[src/core/ltv_pkg.sv]
/*
 package for the thermal, output-voltage and droop register pair.
 assumes a byte-wide register port from the serial front end in the same clock domain.
*/
package ltv_pkg;
    localparam logic [7:0] LTV_ADDR_THERM = 8'h06;
    localparam logic [7:0] LTV_ADDR_DROOP = 8'h07;
    // field positions, register 0x06
    localparam int LTV_BIT_TS_EN = 7;
    localparam int LTV_BIT_HOT = 6;
    localparam int LTV_BIT_WARN = 5;
    localparam int LTV_BIT_HDR = 4;
    localparam int LTV_POS_VOUT = 0;
    // field positions, register 0x07
    localparam int LTV_BIT_DM_EN = 7;
    localparam int LTV_POS_DROOP = 4;
    // reset values
    localparam logic LTV_RST_TS_EN = 1'b0;
    localparam logic LTV_RST_HOT = 1'b0;
    localparam logic [3:0] LTV_RST_VOUT = 4'h9;
    localparam logic LTV_RST_DM_EN = 1'b0;
    localparam logic [2:0] LTV_RST_DROOP = 3'h4;
    localparam logic LTV_RST_WARN = 1'b0;
    localparam logic LTV_RST_HDR = 1'b0;
    localparam logic [7:0] LTV_RST_RDATA = 8'h00;
    // droop limit in mV: base plus step per code
    localparam int LTV_DROOP_BASE_MV = 50;
    localparam int LTV_DROOP_STEP_MV = 25;
    // output voltage in mV: base plus step per code
    localparam int LTV_VOUT_BASE_MV = 3825;
    localparam int LTV_VOUT_STEP_MV = 125;

    typedef struct packed {
        logic       rd;
        logic       wr;
        logic [7:0] addr;
        logic [7:0] wdata;
    } ltv_req_t;

    typedef struct packed {
        logic below_warn;
        logic below_hot;
        logic headroom_ok;
        logic strobe_active;
        logic rampdown;
    } ltv_sense_t;
endpackage

[src/core/ltv_regs.sv]
/*
 thermal / vout / droop control and status registers.
 assumes req comes from the serial slave on ref_clk, one-cycle rd/wr strobes;
 sense inputs come from analog comparators and are synchronised here.
 rdata is registered and holds until the next read;
 overtemp_shutdown follows the hot flag and drops only when software clears it.
*/
`timescale 1ns/1ns
// Behaviour
// [RULE1] temperature monitoring runs only when enabled
// [RULE2] hot flag sets below hot threshold
// [RULE3] hot flag cleared only by writing zero
// [RULE4] warning flag sets below warning threshold
// [RULE5] warning flag read-only, cleared after read
// [RULE6] headroom bit updated during strobe before rampdown
// [RULE7] vout field reads calibration result
// [RULE8] vout write sets target voltage code
// [RULE9] host writes vout after voltage mode enabled
// [RULE10] droop monitoring runs only when enabled
// [RULE11] three-bit code selects droop limit
// [RULE12] droop register layout and reset values
// [RULE13] hot flag forces shutdown and stays latched
// [RULE14] thermal register layout at 0x06
// [RULE15] read-only fields and bit 3 ignore writes
module ltv_regs
    import ltv_pkg::*;
#(
    parameter logic [2:0] REV_CODE = 3'h3 // arbitrary value
) (
    // clock and reset
    input wire logic ref_clk,
    input wire logic rst,
    // register port
    input wire ltv_req_t req,
    output logic [7:0] rdata,
    // analog and calibration side
    input wire ltv_sense_t sense,
    input wire logic [3:0] selfcal_code,
    // controls to the power stage
    output logic temp_monitor_enable,
    output logic droop_monitor_enable,
    output logic [2:0] droop_threshold_select,
    output logic [3:0] vout_target_code,
    output logic overtemp_shutdown
);
    ltv_sense_t s1_r;
    ltv_sense_t s2_r;
    logic ts_en_r;
    logic hot_r;
    logic warn_r;
    logic hdr_r;
    logic [3:0] vout_r;
    logic dm_en_r;
    logic [2:0] droop_r;
    logic [7:0] rdata_r;
    logic shut_r;

    // decode, events and next values
    logic sel_th;
    logic sel_dr;
    logic wr_th;
    logic wr_dr;
    logic rd_th;
    logic rd_dr;
    logic rd_none;
    logic hot_clr;
    logic hot_evt;
    logic warn_evt;
    logic hdr_upd;
    logic ts_en_nxt;
    logic hot_nxt;
    logic warn_nxt;
    logic hdr_nxt;
    logic [3:0] vout_nxt;
    logic dm_en_nxt;
    logic [2:0] droop_nxt;
    logic [7:0] th_word;
    logic [7:0] dr_word;
    logic [7:0] rd_nxt;

    assign sel_th = (req.addr == LTV_ADDR_THERM); // [RULE14]
    assign sel_dr = (req.addr == LTV_ADDR_DROOP); // [RULE12]
    assign wr_th = req.wr && sel_th;
    assign wr_dr = req.wr && sel_dr;
    assign rd_th = req.rd && sel_th;
    assign rd_dr = req.rd && sel_dr;
    assign rd_none = req.rd && !sel_th && !sel_dr;
    assign hot_clr = wr_th && !req.wdata[LTV_BIT_HOT]; // [RULE3]
    // hot and warning comparators only count while monitoring is on
    assign hot_evt = ts_en_r && s2_r.below_hot; // [RULE1] [RULE2]
    assign warn_evt = ts_en_r && s2_r.below_warn; // [RULE1] [RULE4]
    assign hdr_upd = s2_r.strobe_active && !s2_r.rampdown; // [RULE6]
    assign ts_en_nxt = wr_th ? req.wdata[LTV_BIT_TS_EN] : ts_en_r; // [RULE1]
    // set wins over a same-cycle clear
    assign hot_nxt = hot_evt ? 1'b1 : (hot_clr ? 1'b0 : hot_r); // [RULE3] [RULE13]
    assign warn_nxt = warn_evt ? 1'b1 : (rd_th ? 1'b0 : warn_r); // [RULE5]
    assign hdr_nxt = hdr_upd ? s2_r.headroom_ok : hdr_r; // [RULE6]
    assign vout_nxt = wr_th ? req.wdata[LTV_POS_VOUT +: 4] : vout_r; // [RULE8]
    assign dm_en_nxt = wr_dr ? req.wdata[LTV_BIT_DM_EN] : dm_en_r; // [RULE10]
    assign droop_nxt = wr_dr ? req.wdata[LTV_POS_DROOP +: 3] : droop_r; // [RULE11] [RULE12]
    // vout nibble reads calibration, never the target
    assign th_word = {ts_en_r, hot_r, warn_r, hdr_r, selfcal_code}; // [RULE14] [RULE7]
    assign dr_word = {dm_en_r, droop_r, 1'b0, REV_CODE}; // [RULE12] [RULE15]
    assign rd_nxt = rd_th ? th_word :
        rd_dr ? dr_word :
        rd_none ? 8'h00 :
        rdata_r;

    // two-flop synchroniser for the comparator levels
    always_ff @(posedge ref_clk or posedge rst) begin
        if (rst) begin
            s1_r <= '0;
        end else begin
            s1_r <= sense;
        end
    end

    always_ff @(posedge ref_clk or posedge rst) begin
        if (rst) begin
            s2_r <= '0;
        end else begin
            s2_r <= s1_r;
        end
    end

    // one flop group per field
    always_ff @(posedge ref_clk or posedge rst) begin
        if (rst) begin
            ts_en_r <= LTV_RST_TS_EN;
        end else begin
            ts_en_r <= ts_en_nxt; // [RULE1]
        end
    end

    always_ff @(posedge ref_clk or posedge rst) begin
        if (rst) begin
            hot_r <= LTV_RST_HOT;
        end else begin
            hot_r <= hot_nxt; // [RULE3]
        end
    end

    always_ff @(posedge ref_clk or posedge rst) begin
        if (rst) begin
            warn_r <= LTV_RST_WARN;
        end else begin
            warn_r <= warn_nxt; // [RULE5]
        end
    end

    always_ff @(posedge ref_clk or posedge rst) begin
        if (rst) begin
            hdr_r <= LTV_RST_HDR;
        end else begin
            hdr_r <= hdr_nxt; // [RULE6]
        end
    end

    always_ff @(posedge ref_clk or posedge rst) begin
        if (rst) begin
            shut_r <= LTV_RST_HOT;
        end else begin
            shut_r <= hot_nxt; // [RULE13]
        end
    end

    always_ff @(posedge ref_clk or posedge rst) begin
        if (rst) begin
            rdata_r <= LTV_RST_RDATA;
        end else begin
            rdata_r <= rd_nxt;
        end
    end

    always_ff @(posedge ref_clk or posedge rst) begin
        if (rst) begin
            vout_r <= LTV_RST_VOUT;
        end else begin
            vout_r <= vout_nxt; // [RULE8]
        end
    end

    always_ff @(posedge ref_clk or posedge rst) begin
        if (rst) begin
            dm_en_r <= LTV_RST_DM_EN;
        end else begin
            dm_en_r <= dm_en_nxt; // [RULE10]
        end
    end

    always_ff @(posedge ref_clk or posedge rst) begin
        if (rst) begin
            droop_r <= LTV_RST_DROOP;
        end else begin
            droop_r <= droop_nxt; // [RULE11]
        end
    end

    assign rdata = rdata_r;
    assign temp_monitor_enable = ts_en_r;
    assign droop_monitor_enable = dm_en_r;
    assign droop_threshold_select = droop_r;
    assign vout_target_code = vout_r;
    assign overtemp_shutdown = shut_r;

    // hot flag and shutdown
    AST_HOT_SET: assert property (@(posedge ref_clk) disable iff (rst) // [RULE2]
        hot_evt |=> hot_r && overtemp_shutdown)
        else $error("hot flag not set");
    AST_HOT_HOLD: assert property (@(posedge ref_clk) disable iff (rst) // [RULE3]
        hot_r && !(wr_th && !req.wdata[LTV_BIT_HOT]) |=> hot_r)
        else $error("hot flag lost");
    AST_HOT_CLR: assert property (@(posedge ref_clk) disable iff (rst) // [RULE13]
        wr_th && !req.wdata[LTV_BIT_HOT] && !hot_evt |=> !hot_r)
        else $error("hot not cleared");
    AST_HOT_WINS: assert property (@(posedge ref_clk) disable iff (rst) // [RULE3]
        hot_evt && hot_clr |=> hot_r)
        else $error("hot clear beat a new event");
    AST_HOT_NOWR: assert property (@(posedge ref_clk) disable iff (rst) // [RULE3]
        !hot_r && !hot_evt |=> !hot_r)
        else $error("hot set without event");
    AST_TS_OFF: assert property (@(posedge ref_clk) disable iff (rst) // [RULE1]
        !ts_en_r && !hot_r |=> !hot_r)
        else $error("hot set while monitor off");
    AST_SHUT_HOLD: assert property (@(posedge ref_clk) disable iff (rst) // [RULE13]
        overtemp_shutdown && !hot_clr |=> overtemp_shutdown)
        else $error("shutdown released without clear");
    AST_SHUT_OFF: assert property (@(posedge ref_clk) disable iff (rst) // [RULE13]
        !overtemp_shutdown && !hot_evt |=> !overtemp_shutdown)
        else $error("shutdown without hot event");

    // warning flag
    AST_WARN_SET: assert property (@(posedge ref_clk) disable iff (rst) // [RULE4]
        warn_evt |=> warn_r)
        else $error("warning not set");
    AST_WARN_RD: assert property (@(posedge ref_clk) disable iff (rst) // [RULE5]
        rd_th && !warn_evt |=> !warn_r)
        else $error("warning not cleared by read");
    AST_WARN_WINS: assert property (@(posedge ref_clk) disable iff (rst) // [RULE5]
        rd_th && warn_evt |=> warn_r)
        else $error("read clear beat a new warning");
    AST_WARN_HOLD: assert property (@(posedge ref_clk) disable iff (rst) // [RULE5]
        warn_r && !rd_th |=> warn_r)
        else $error("warning lost without read");
    AST_WARN_OFF: assert property (@(posedge ref_clk) disable iff (rst) // [RULE1]
        !ts_en_r && !warn_r |=> !warn_r)
        else $error("warning set while monitor off");
    AST_WARN_NOWR: assert property (@(posedge ref_clk) disable iff (rst) // [RULE15]
        !warn_r && !warn_evt |=> !warn_r)
        else $error("warning set without event");
    AST_WARN_RD_DR: assert property (@(posedge ref_clk) disable iff (rst) // [RULE5]
        rd_dr && warn_r |=> warn_r)
        else $error("droop read cleared warning");

    // monitor enable and headroom
    AST_TS_EN_WR: assert property (@(posedge ref_clk) disable iff (rst) // [RULE1]
        wr_th |=> temp_monitor_enable == $past(req.wdata[7]))
        else $error("monitor enable not written");
    AST_TS_EN_HOLD: assert property (@(posedge ref_clk) disable iff (rst) // [RULE1]
        !wr_th |=> $stable(temp_monitor_enable))
        else $error("monitor enable changed");
    AST_HDR: assert property (@(posedge ref_clk) disable iff (rst) // [RULE6]
        !hdr_upd |=> $stable(hdr_r))
        else $error("headroom changed outside strobe");
    AST_HDR_UPD: assert property (@(posedge ref_clk) disable iff (rst) // [RULE6]
        hdr_upd |=> hdr_r == $past(s2_r.headroom_ok))
        else $error("headroom not sampled");

    // output voltage target
    AST_VOUT_WR: assert property (@(posedge ref_clk) disable iff (rst) // [RULE8]
        wr_th |=> vout_target_code == $past(req.wdata[3:0]))
        else $error("vout target wrong");
    AST_VOUT_HOLD: assert property (@(posedge ref_clk) disable iff (rst) // [RULE8]
        !wr_th |=> $stable(vout_target_code))
        else $error("vout target changed");

    // droop monitor
    AST_DROOP_WR: assert property (@(posedge ref_clk) disable iff (rst) // [RULE11]
        wr_dr |=> droop_threshold_select == $past(req.wdata[6:4]))
        else $error("droop code");
    AST_DM_EN: assert property (@(posedge ref_clk) disable iff (rst) // [RULE10]
        wr_dr |=> droop_monitor_enable == $past(req.wdata[7]))
        else $error("droop enable");
    AST_DR_HOLD: assert property (@(posedge ref_clk) disable iff (rst) // [RULE12]
        !wr_dr |=> $stable(droop_threshold_select) && $stable(droop_monitor_enable))
        else $error("droop fields changed");

    // read data
    AST_RD_TH: assert property (@(posedge ref_clk) disable iff (rst) // [RULE7]
        rd_th |=> rdata[3:0] == $past(selfcal_code))
        else $error("vout read not calibration");
    AST_RD_TOP: assert property (@(posedge ref_clk) disable iff (rst) // [RULE14]
        rd_th |=> rdata[7:4] == $past({temp_monitor_enable, hot_r, warn_r, hdr_r}))
        else $error("thermal read fields wrong");
    AST_RD_DR: assert property (@(posedge ref_clk) disable iff (rst) // [RULE15]
        req.rd && sel_dr |=> rdata[3] == 1'b0 && rdata[2:0] == REV_CODE)
        else $error("rev read");
    AST_RD_DR_TOP: assert property (@(posedge ref_clk) disable iff (rst) // [RULE12]
        rd_dr |=> rdata[7:4] == $past({droop_monitor_enable, droop_threshold_select}))
        else $error("droop read fields wrong");
    AST_RD_NONE: assert property (@(posedge ref_clk) disable iff (rst) // [RULE15]
        rd_none |=> rdata == 8'h00)
        else $error("unmapped read not zero");
    AST_RD_HOLD: assert property (@(posedge ref_clk) disable iff (rst) // [RULE14]
        !req.rd |=> $stable(rdata))
        else $error("read data changed without read");
endmodule

[config.mk]
export PLATFORM = sky130hd
export DESIGN_NAME = ltv_regs
export DESIGN_NICKNAME = d
export VERILOG_FILES = /design/src/core/ltv_pkg.sv /design/src/core/ltv_regs.sv
export SDC_FILE = /design/constraint.sdc
export NUM_CORES = 1
export LEC_CHECK = 0
export BUFFER_PORTS_ARGS = -buffer_cell sky130_fd_sc_hd__buf_2
export CORE_ASPECT_RATIO = 2
export CORE_MARGIN = 2
export CORE_UTILIZATION = 40
export CTS_BUF_LIST = sky130_fd_sc_hd__clkbuf_8
export CTS_CLUSTER_DIAMETER = 200
export DETAILED_ROUTE_END_ITERATION = 7
export GPL_TIMING_DRIVEN = 0
export PLACE_DENSITY = 0.73
export SLEW_MARGIN = 20
export SYNTH_ARGS = -nofsm -noshare
export SYNTH_HDL_FRONTEND = slang
export SYNTH_SLANG_ARGS = --single-unit
[constraint.sdc]
create_clock -name ref_clk -period 0.9 [get_ports ref_clk]
set_input_delay 0.135 -clock ref_clk [delete_from_list [all_inputs] [get_ports ref_clk]]
set_output_delay 0.135 -clock ref_clk [all_outputs]
set_load 0.05 [all_outputs]
# Word-level counts from Yosys, hierarchy flattened
# Index checks and enable logic that the tools add are counted.
[classes]
n_eq_ne = 2
n_mux = 7
n_reduce_logical = 17
[ops]
columns = ["op", "count"]
rows = [
  ["$mux 8", 3],
  ["$eq 8x3->1 const B", 2],
  ["$logic_and 1x1->1", 10],
  ["$logic_not 1->1", 4],
  ["$mux 1", 4],
  ["$reduce_bool 2->1", 2],
  ["$reduce_bool 3->1", 1],
]
[totals]
regBits = 30
output_inout_bits = 18

# Logic depth before layout (Yosys ltp)
[logic_depth]
ltp_word = 7
ltp_mapped = 4

# Worst setup path after synthesis
# Ideal clock, no wire load.
[synth_path]
path_kind = "input to register"
from = "in req[12] in the netlist's numbering"
to = "reg dm_en_r (netlist: droop_monitor_enable)"
setup_ps = 125
arrival_time_ps = 1288
required_ps = 775
setup_slack_ps = -513
path_stages = 3
cell_sequence = "or4b_4 nor3_4 mux2_2"
[synth_between]
elab_chain_cells = 2
[synth_lines]
columns = ["element", "line_no", "source"]
rows = [
  ["from (decl)", "ltv_regs.sv:34", "input wire ltv_req_t req,"],
  ["$eq 8x3->1", "ltv_regs.sv:82", "assign sel_dr = (req.addr == LTV_ADDR_DROOP);"],
  ["$logic_and 1x1->1", "ltv_regs.sv:84", "assign wr_dr = req.wr && sel_dr;"],
  ["to (signal assigned)", "ltv_regs.sv:187", "dm_en_r <= dm_en_nxt;"],
  ["to (decl)", "ltv_regs.sv:53", "logic dm_en_r;"],
]
# Every way passes these cells.
# A chain may end at the register's enable or synchronous reset.

# Final worst setup path
[layout_path]
from = "in req[15] in the netlist's numbering"
to = "reg droop_r[1] (netlist: droop_threshold_select[1])"
[layout_between]
elab_chain_cells = 2
[layout_lines]
columns = ["element", "line_no", "source"]
rows = [
  ["$eq 8x3->1", "ltv_regs.sv:82", ""],
  ["$logic_and 1x1->1", "ltv_regs.sv:84", ""],
  ["to (signal assigned)", "ltv_regs.sv:195", "droop_r <= droop_nxt;"],
  ["to (decl)", "ltv_regs.sv:54", "logic [2:0] droop_r;"],
]
# Every way passes these cells.

==> flow_summary.rst <==
.. list-table::
   :header-rows: 1

   * - Metric
     - Value
   * - Share of the clock period used by the worst path after layout
     - 136%
   * - Die Width
     - 42.1 um
   * - Crit-path slowest cell
     - sky130_fd_sc_hd__or4b_4
   * - Reg2reg start
     - droop_threshold_select[2]$_DFFE_PP1P_
   * - Total number of H-tree levels
     - 2
   * - Worst Hold Margin
     - -0.0646 ns
   * - Critical path arrival
     - 1.39 ns
   * - Max cap viols
     - 0
   * - Cell variety after synth
     - 21
   * - Unrepaired setup endpoints after global routing
     - yes
   * - Clk root buf
     - sky130_fd_sc_hd__clkbuf_8
   * - Number of buffers added by the clock tree synthesis step
     - 5
   * - Outcome
     - complete, but fails checks
   * - Global placer's final weighted congestion
     - 0.735
   * - Number of storage elements in the synthesis netlist
     - 30
   * - Critical path peak fanout
     - 2
   * - Number of hold violations in the final report
     - 27
   * - Residual DRC
     - 0
   * - Number of cells on the worst reg-to-reg path
     - 4
   * - Power consumption
     - 3.16 mW
   * - DR vias/cell
     - 5.12
   * - Maximum buffer depth of the clock tree
     - 2
   * - Max-slew violation count
     - 0
   * - Power density over the cells
     - 1550 nW/um^2
   * - Hold bufs inserted after CTS
     - 5
   * - Clock slew at reported path FFs
     - 0.06 ns
   * - Worst ir drop on vdd
     - 0.00123 V
   * - CP delay by family, top
     - simple AND/OR/NAND/NOR gates
   * - Nature of the critical path startpoint
     - input port
   * - Syn avg cell area
     - 14.5 um^2
   * - Row cnt
     - 27
   * - Violated checks
     - negative hold slack, negative setup slack
   * - Number of buffers and inverters on the critical path
     - 2
   * - Worst min-delay path category
     - input port to async pin
   * - Worst clock skew
     - 0.00250 ns
   * - Number of antenna violations at the first check in global routing
     - 0
   * - Placed instance area
     - 1440 um^2
   * - Port Buf Inserts
     - 44
   * - Commonest cells after routing, fill and taps aside
     - 26 x sky130_fd_sc_hd__dfrtp_1, 23 x sky130_fd_sc_hd__buf_2, 19 x sky130_fd_sc_hd__buf_6
   * - Via count
     - 953
   * - Number of violations reported at the end of detailed-routing iteration 0
     - 30
   * - Total wirelength of the detailed-routed design
     - 3.04 mm
   * - Clock sinks
     - 30
   * - Final layout net count
     - 185
   * - Placed wire-length estimate
     - 1.85 mm
   * - Vert. Die Dim
     - 80.3 um
   * - Slack of the worst reg-to-reg path
     - -0.20 ns
   * - Critical path capture point
     - droop_threshold_select[1]$_DFFE_PP0P_
   * - Global-route congestion overflow total
     - 0
   * - Mapped Nets
     - 109
   * - Ys Warns
     - 0
   * - Drt pass-1 iters
     - 4
   * - Clock latency of the later-clocked register in the worst-skew pair
     - 0.28 ns
   * - Utilization after layout
     - 73.6%
   * - Worst slew pin tran
     - 0.628 ns
   * - Element type at the critical path end
     - flop
   * - Worst setup path startpoint
     - req[15]
   * - Fraction of final layout cells with drive strength greater than 1
     - 70.1%
   * - RR Endpoint
     - rdata[6]$_DFFE_PP0P_
   * - Portion of the post-synthesis area used by sequential elements
     - 64.8%
   * - Final worst-path setup slack
     - -0.327 ns
   * - Antenna Violating Nets Remaining
     - 0
   * - Effective utilization at floorplan
     - 42.0%
   * - Clock tree from TritonCTS
     - built
   * - IO Pins
     - 47
   * - Global-route wire length before repair
     - 4.83 mm
   * - Worst Path Required
     - 1.06 ns
   * - Post-synthesis instance total
     - 80
   * - CP Class
     - input port to flop
   * - Final period demand of the worst path
     - 1.23 ns
   * - Critical path cell sequence
     - buf_8, or4b_4, nor3_4, buf_6, mux2_4
   * - Die Area
     - 3380 um^2
   * - Max frequency
     - 0.815 GHz
   * - Worst slew margin relative to its limit
     - 58.1%
   * - Number of global-route vias before repair
     - 1072
   * - Post-Syn Area
     - 1160 um^2
   * - Number of diodes
     - 0
   * - Area growth, synth to finish
     - 75.2%
   * - Total global-route track usage
     - 19.7%
   * - Logic depth of the worst path, buffers included
     - 5
   * - Floorplan Core Area
     - 2770 um^2
   * - Largest incremental delay on the critical path
     - 0.55 ns
   * - Total non-filler cell area in the finished layout
     - 2040 um^2
   * - Maximum number of pins on one net before global-route repair
     - 31
   * - Leak Pwr
     - 1.01 nW
   * - Most common cell after layout, fill and taps aside
     - sky130_fd_sc_hd__dfrtp_1
   * - Average detailed-routed wire length per instance
     - 16.3 um
   * - Setup-failing EPs final
     - 36
synthesized netlist by cell type:
cell type                   number  area, um^2
sky130_fd_sc_hd__a22o_1          2        17.5
sky130_fd_sc_hd__clkbuf_1        1        3.75
sky130_fd_sc_hd__dfstp_2         3        78.8
sky130_fd_sc_hd__nor2_1          2        7.51
sky130_fd_sc_hd__inv_1           1        3.75
sky130_fd_sc_hd__or4b_4          1        13.8
sky130_fd_sc_hd__nor4_1          2        12.5
sky130_fd_sc_hd__nor3_4          1        16.3
sky130_fd_sc_hd__or3b_2          1        8.76
sky130_fd_sc_hd__o2bb2ai_1       6        52.6
sky130_fd_sc_hd__or2_2           1        6.26
sky130_fd_sc_hd__nand4b_1        1        8.76
sky130_fd_sc_hd__clkinv_1        1        3.75
sky130_fd_sc_hd__buf_2           1        5.00
sky130_fd_sc_hd__nor4b_2         2        30.0
sky130_fd_sc_hd__nand3_1         2        10.0
sky130_fd_sc_hd__a21o_1          2        15.0
sky130_fd_sc_hd__dfrtp_1        27         676
sky130_fd_sc_hd__nor2b_1         1        6.26
sky130_fd_sc_hd__nand2_1         8        30.0
sky130_fd_sc_hd__mux2_2         14         158
cells by family (layout without fill, tap and decap cells):
family	Yosys count	in the layout	share of synthesized area, %
AND/OR/NAND/NOR	22	22	12.9
flip-flops	30	30	64.8
AO/OA/AOI/OAI	10	10	7.31
multiplexers	14	14	13.5
buffers and inverters	4	81	1.40
worst min path at each step:
stage                                 endpoint  slack [ns]  cells past startpoint
2_1_floorplan                s1_r[0]$_DFF_PP0_        0.17                      0
6_report                    warn_r$_DFFE_PP0P_       -0.06                      2
3_5_place_dp                 s1_r[2]$_DFF_PP0_        0.25                      1
3_3_place_gp                 s1_r[0]$_DFF_PP0_        0.24                      1
4_1_cts        vout_target_code[2]$_DFFE_PP0P_       -0.06                      2
5_1_grt        vout_target_code[2]$_DFFE_PP0P_       -0.02                      2
per-stage QoR:
stage               std cells  setup slack, ns  hold slack, ns  setup TNS [ns]
finish                    186           -0.327         -0.0646           -4.87
global route              186           -0.343         -0.0227           -5.98
CTS                       177           -0.354         -0.0560           -5.94
detailed placement        153           -0.697           0.246          -16.38
global placement          153           -0.667           0.242          -13.75
floorplan                  80           -0.444           0.166           -4.80
layer usage:
layer	wire (um)	vias up	global-route usage, %
met1	1020	466	18.6
met5	0	-	0
li1	-	438	-
met4	69	0	12.2
met2	1760	43	36.7
met3	188	6	4.72
power by group:
part / internal [mW] / switching (mW)
Combinational: 0.282 / 0.301
Clock: 0.604 / 0.475
Sequential: 1.44 / 0.0591
Total: 2.32 / 0.834
registers in the layout, summed over array words and instances (netlist names):
| signal | flops |
|---|---|
| rdata | 8 |
| s1_r | 5 |
| s2_r | 5 |
| vout_target_code | 4 |
| droop_threshold_select | 3 |
| droop_monitor_enable | 1 |
| hdr_r | 1 |
| overtemp_shutdown | 1 |
| temp_monitor_enable | 1 |
| warn_r | 1 |
layout make-up:
cell class                 instances  area [um^2]
fill                             193          732
buffer                             2         23.8
clock inverter                     2         8.76
tap                               29         36.3
inverter                           2         12.5
sequential                        30          756
clock buffer                       6         82.6
multi-input combinational         46          537
timing repair buffer              69          582
worst reg2reg max path, delay by kind of cell (launching register included):
family / cells / cell delay [ns]
multiplexers: 1 / 0.14
AO/OA/AOI/OAI: 1 / 0.14
flip-flops: 1 / 0.56
AND/OR/NAND/NOR: 1 / 0.08
buffers and inverters: 1 / 0.11
repair_timing:
action                     in CTS  in global routing
resized for setup              57                 21
buffers inserted               11                  9
setup endpoints to repair      36                 38
pin swaps                       6                 10
hold endpoints to repair       32                 27
(Power assumes the default switching activity.)
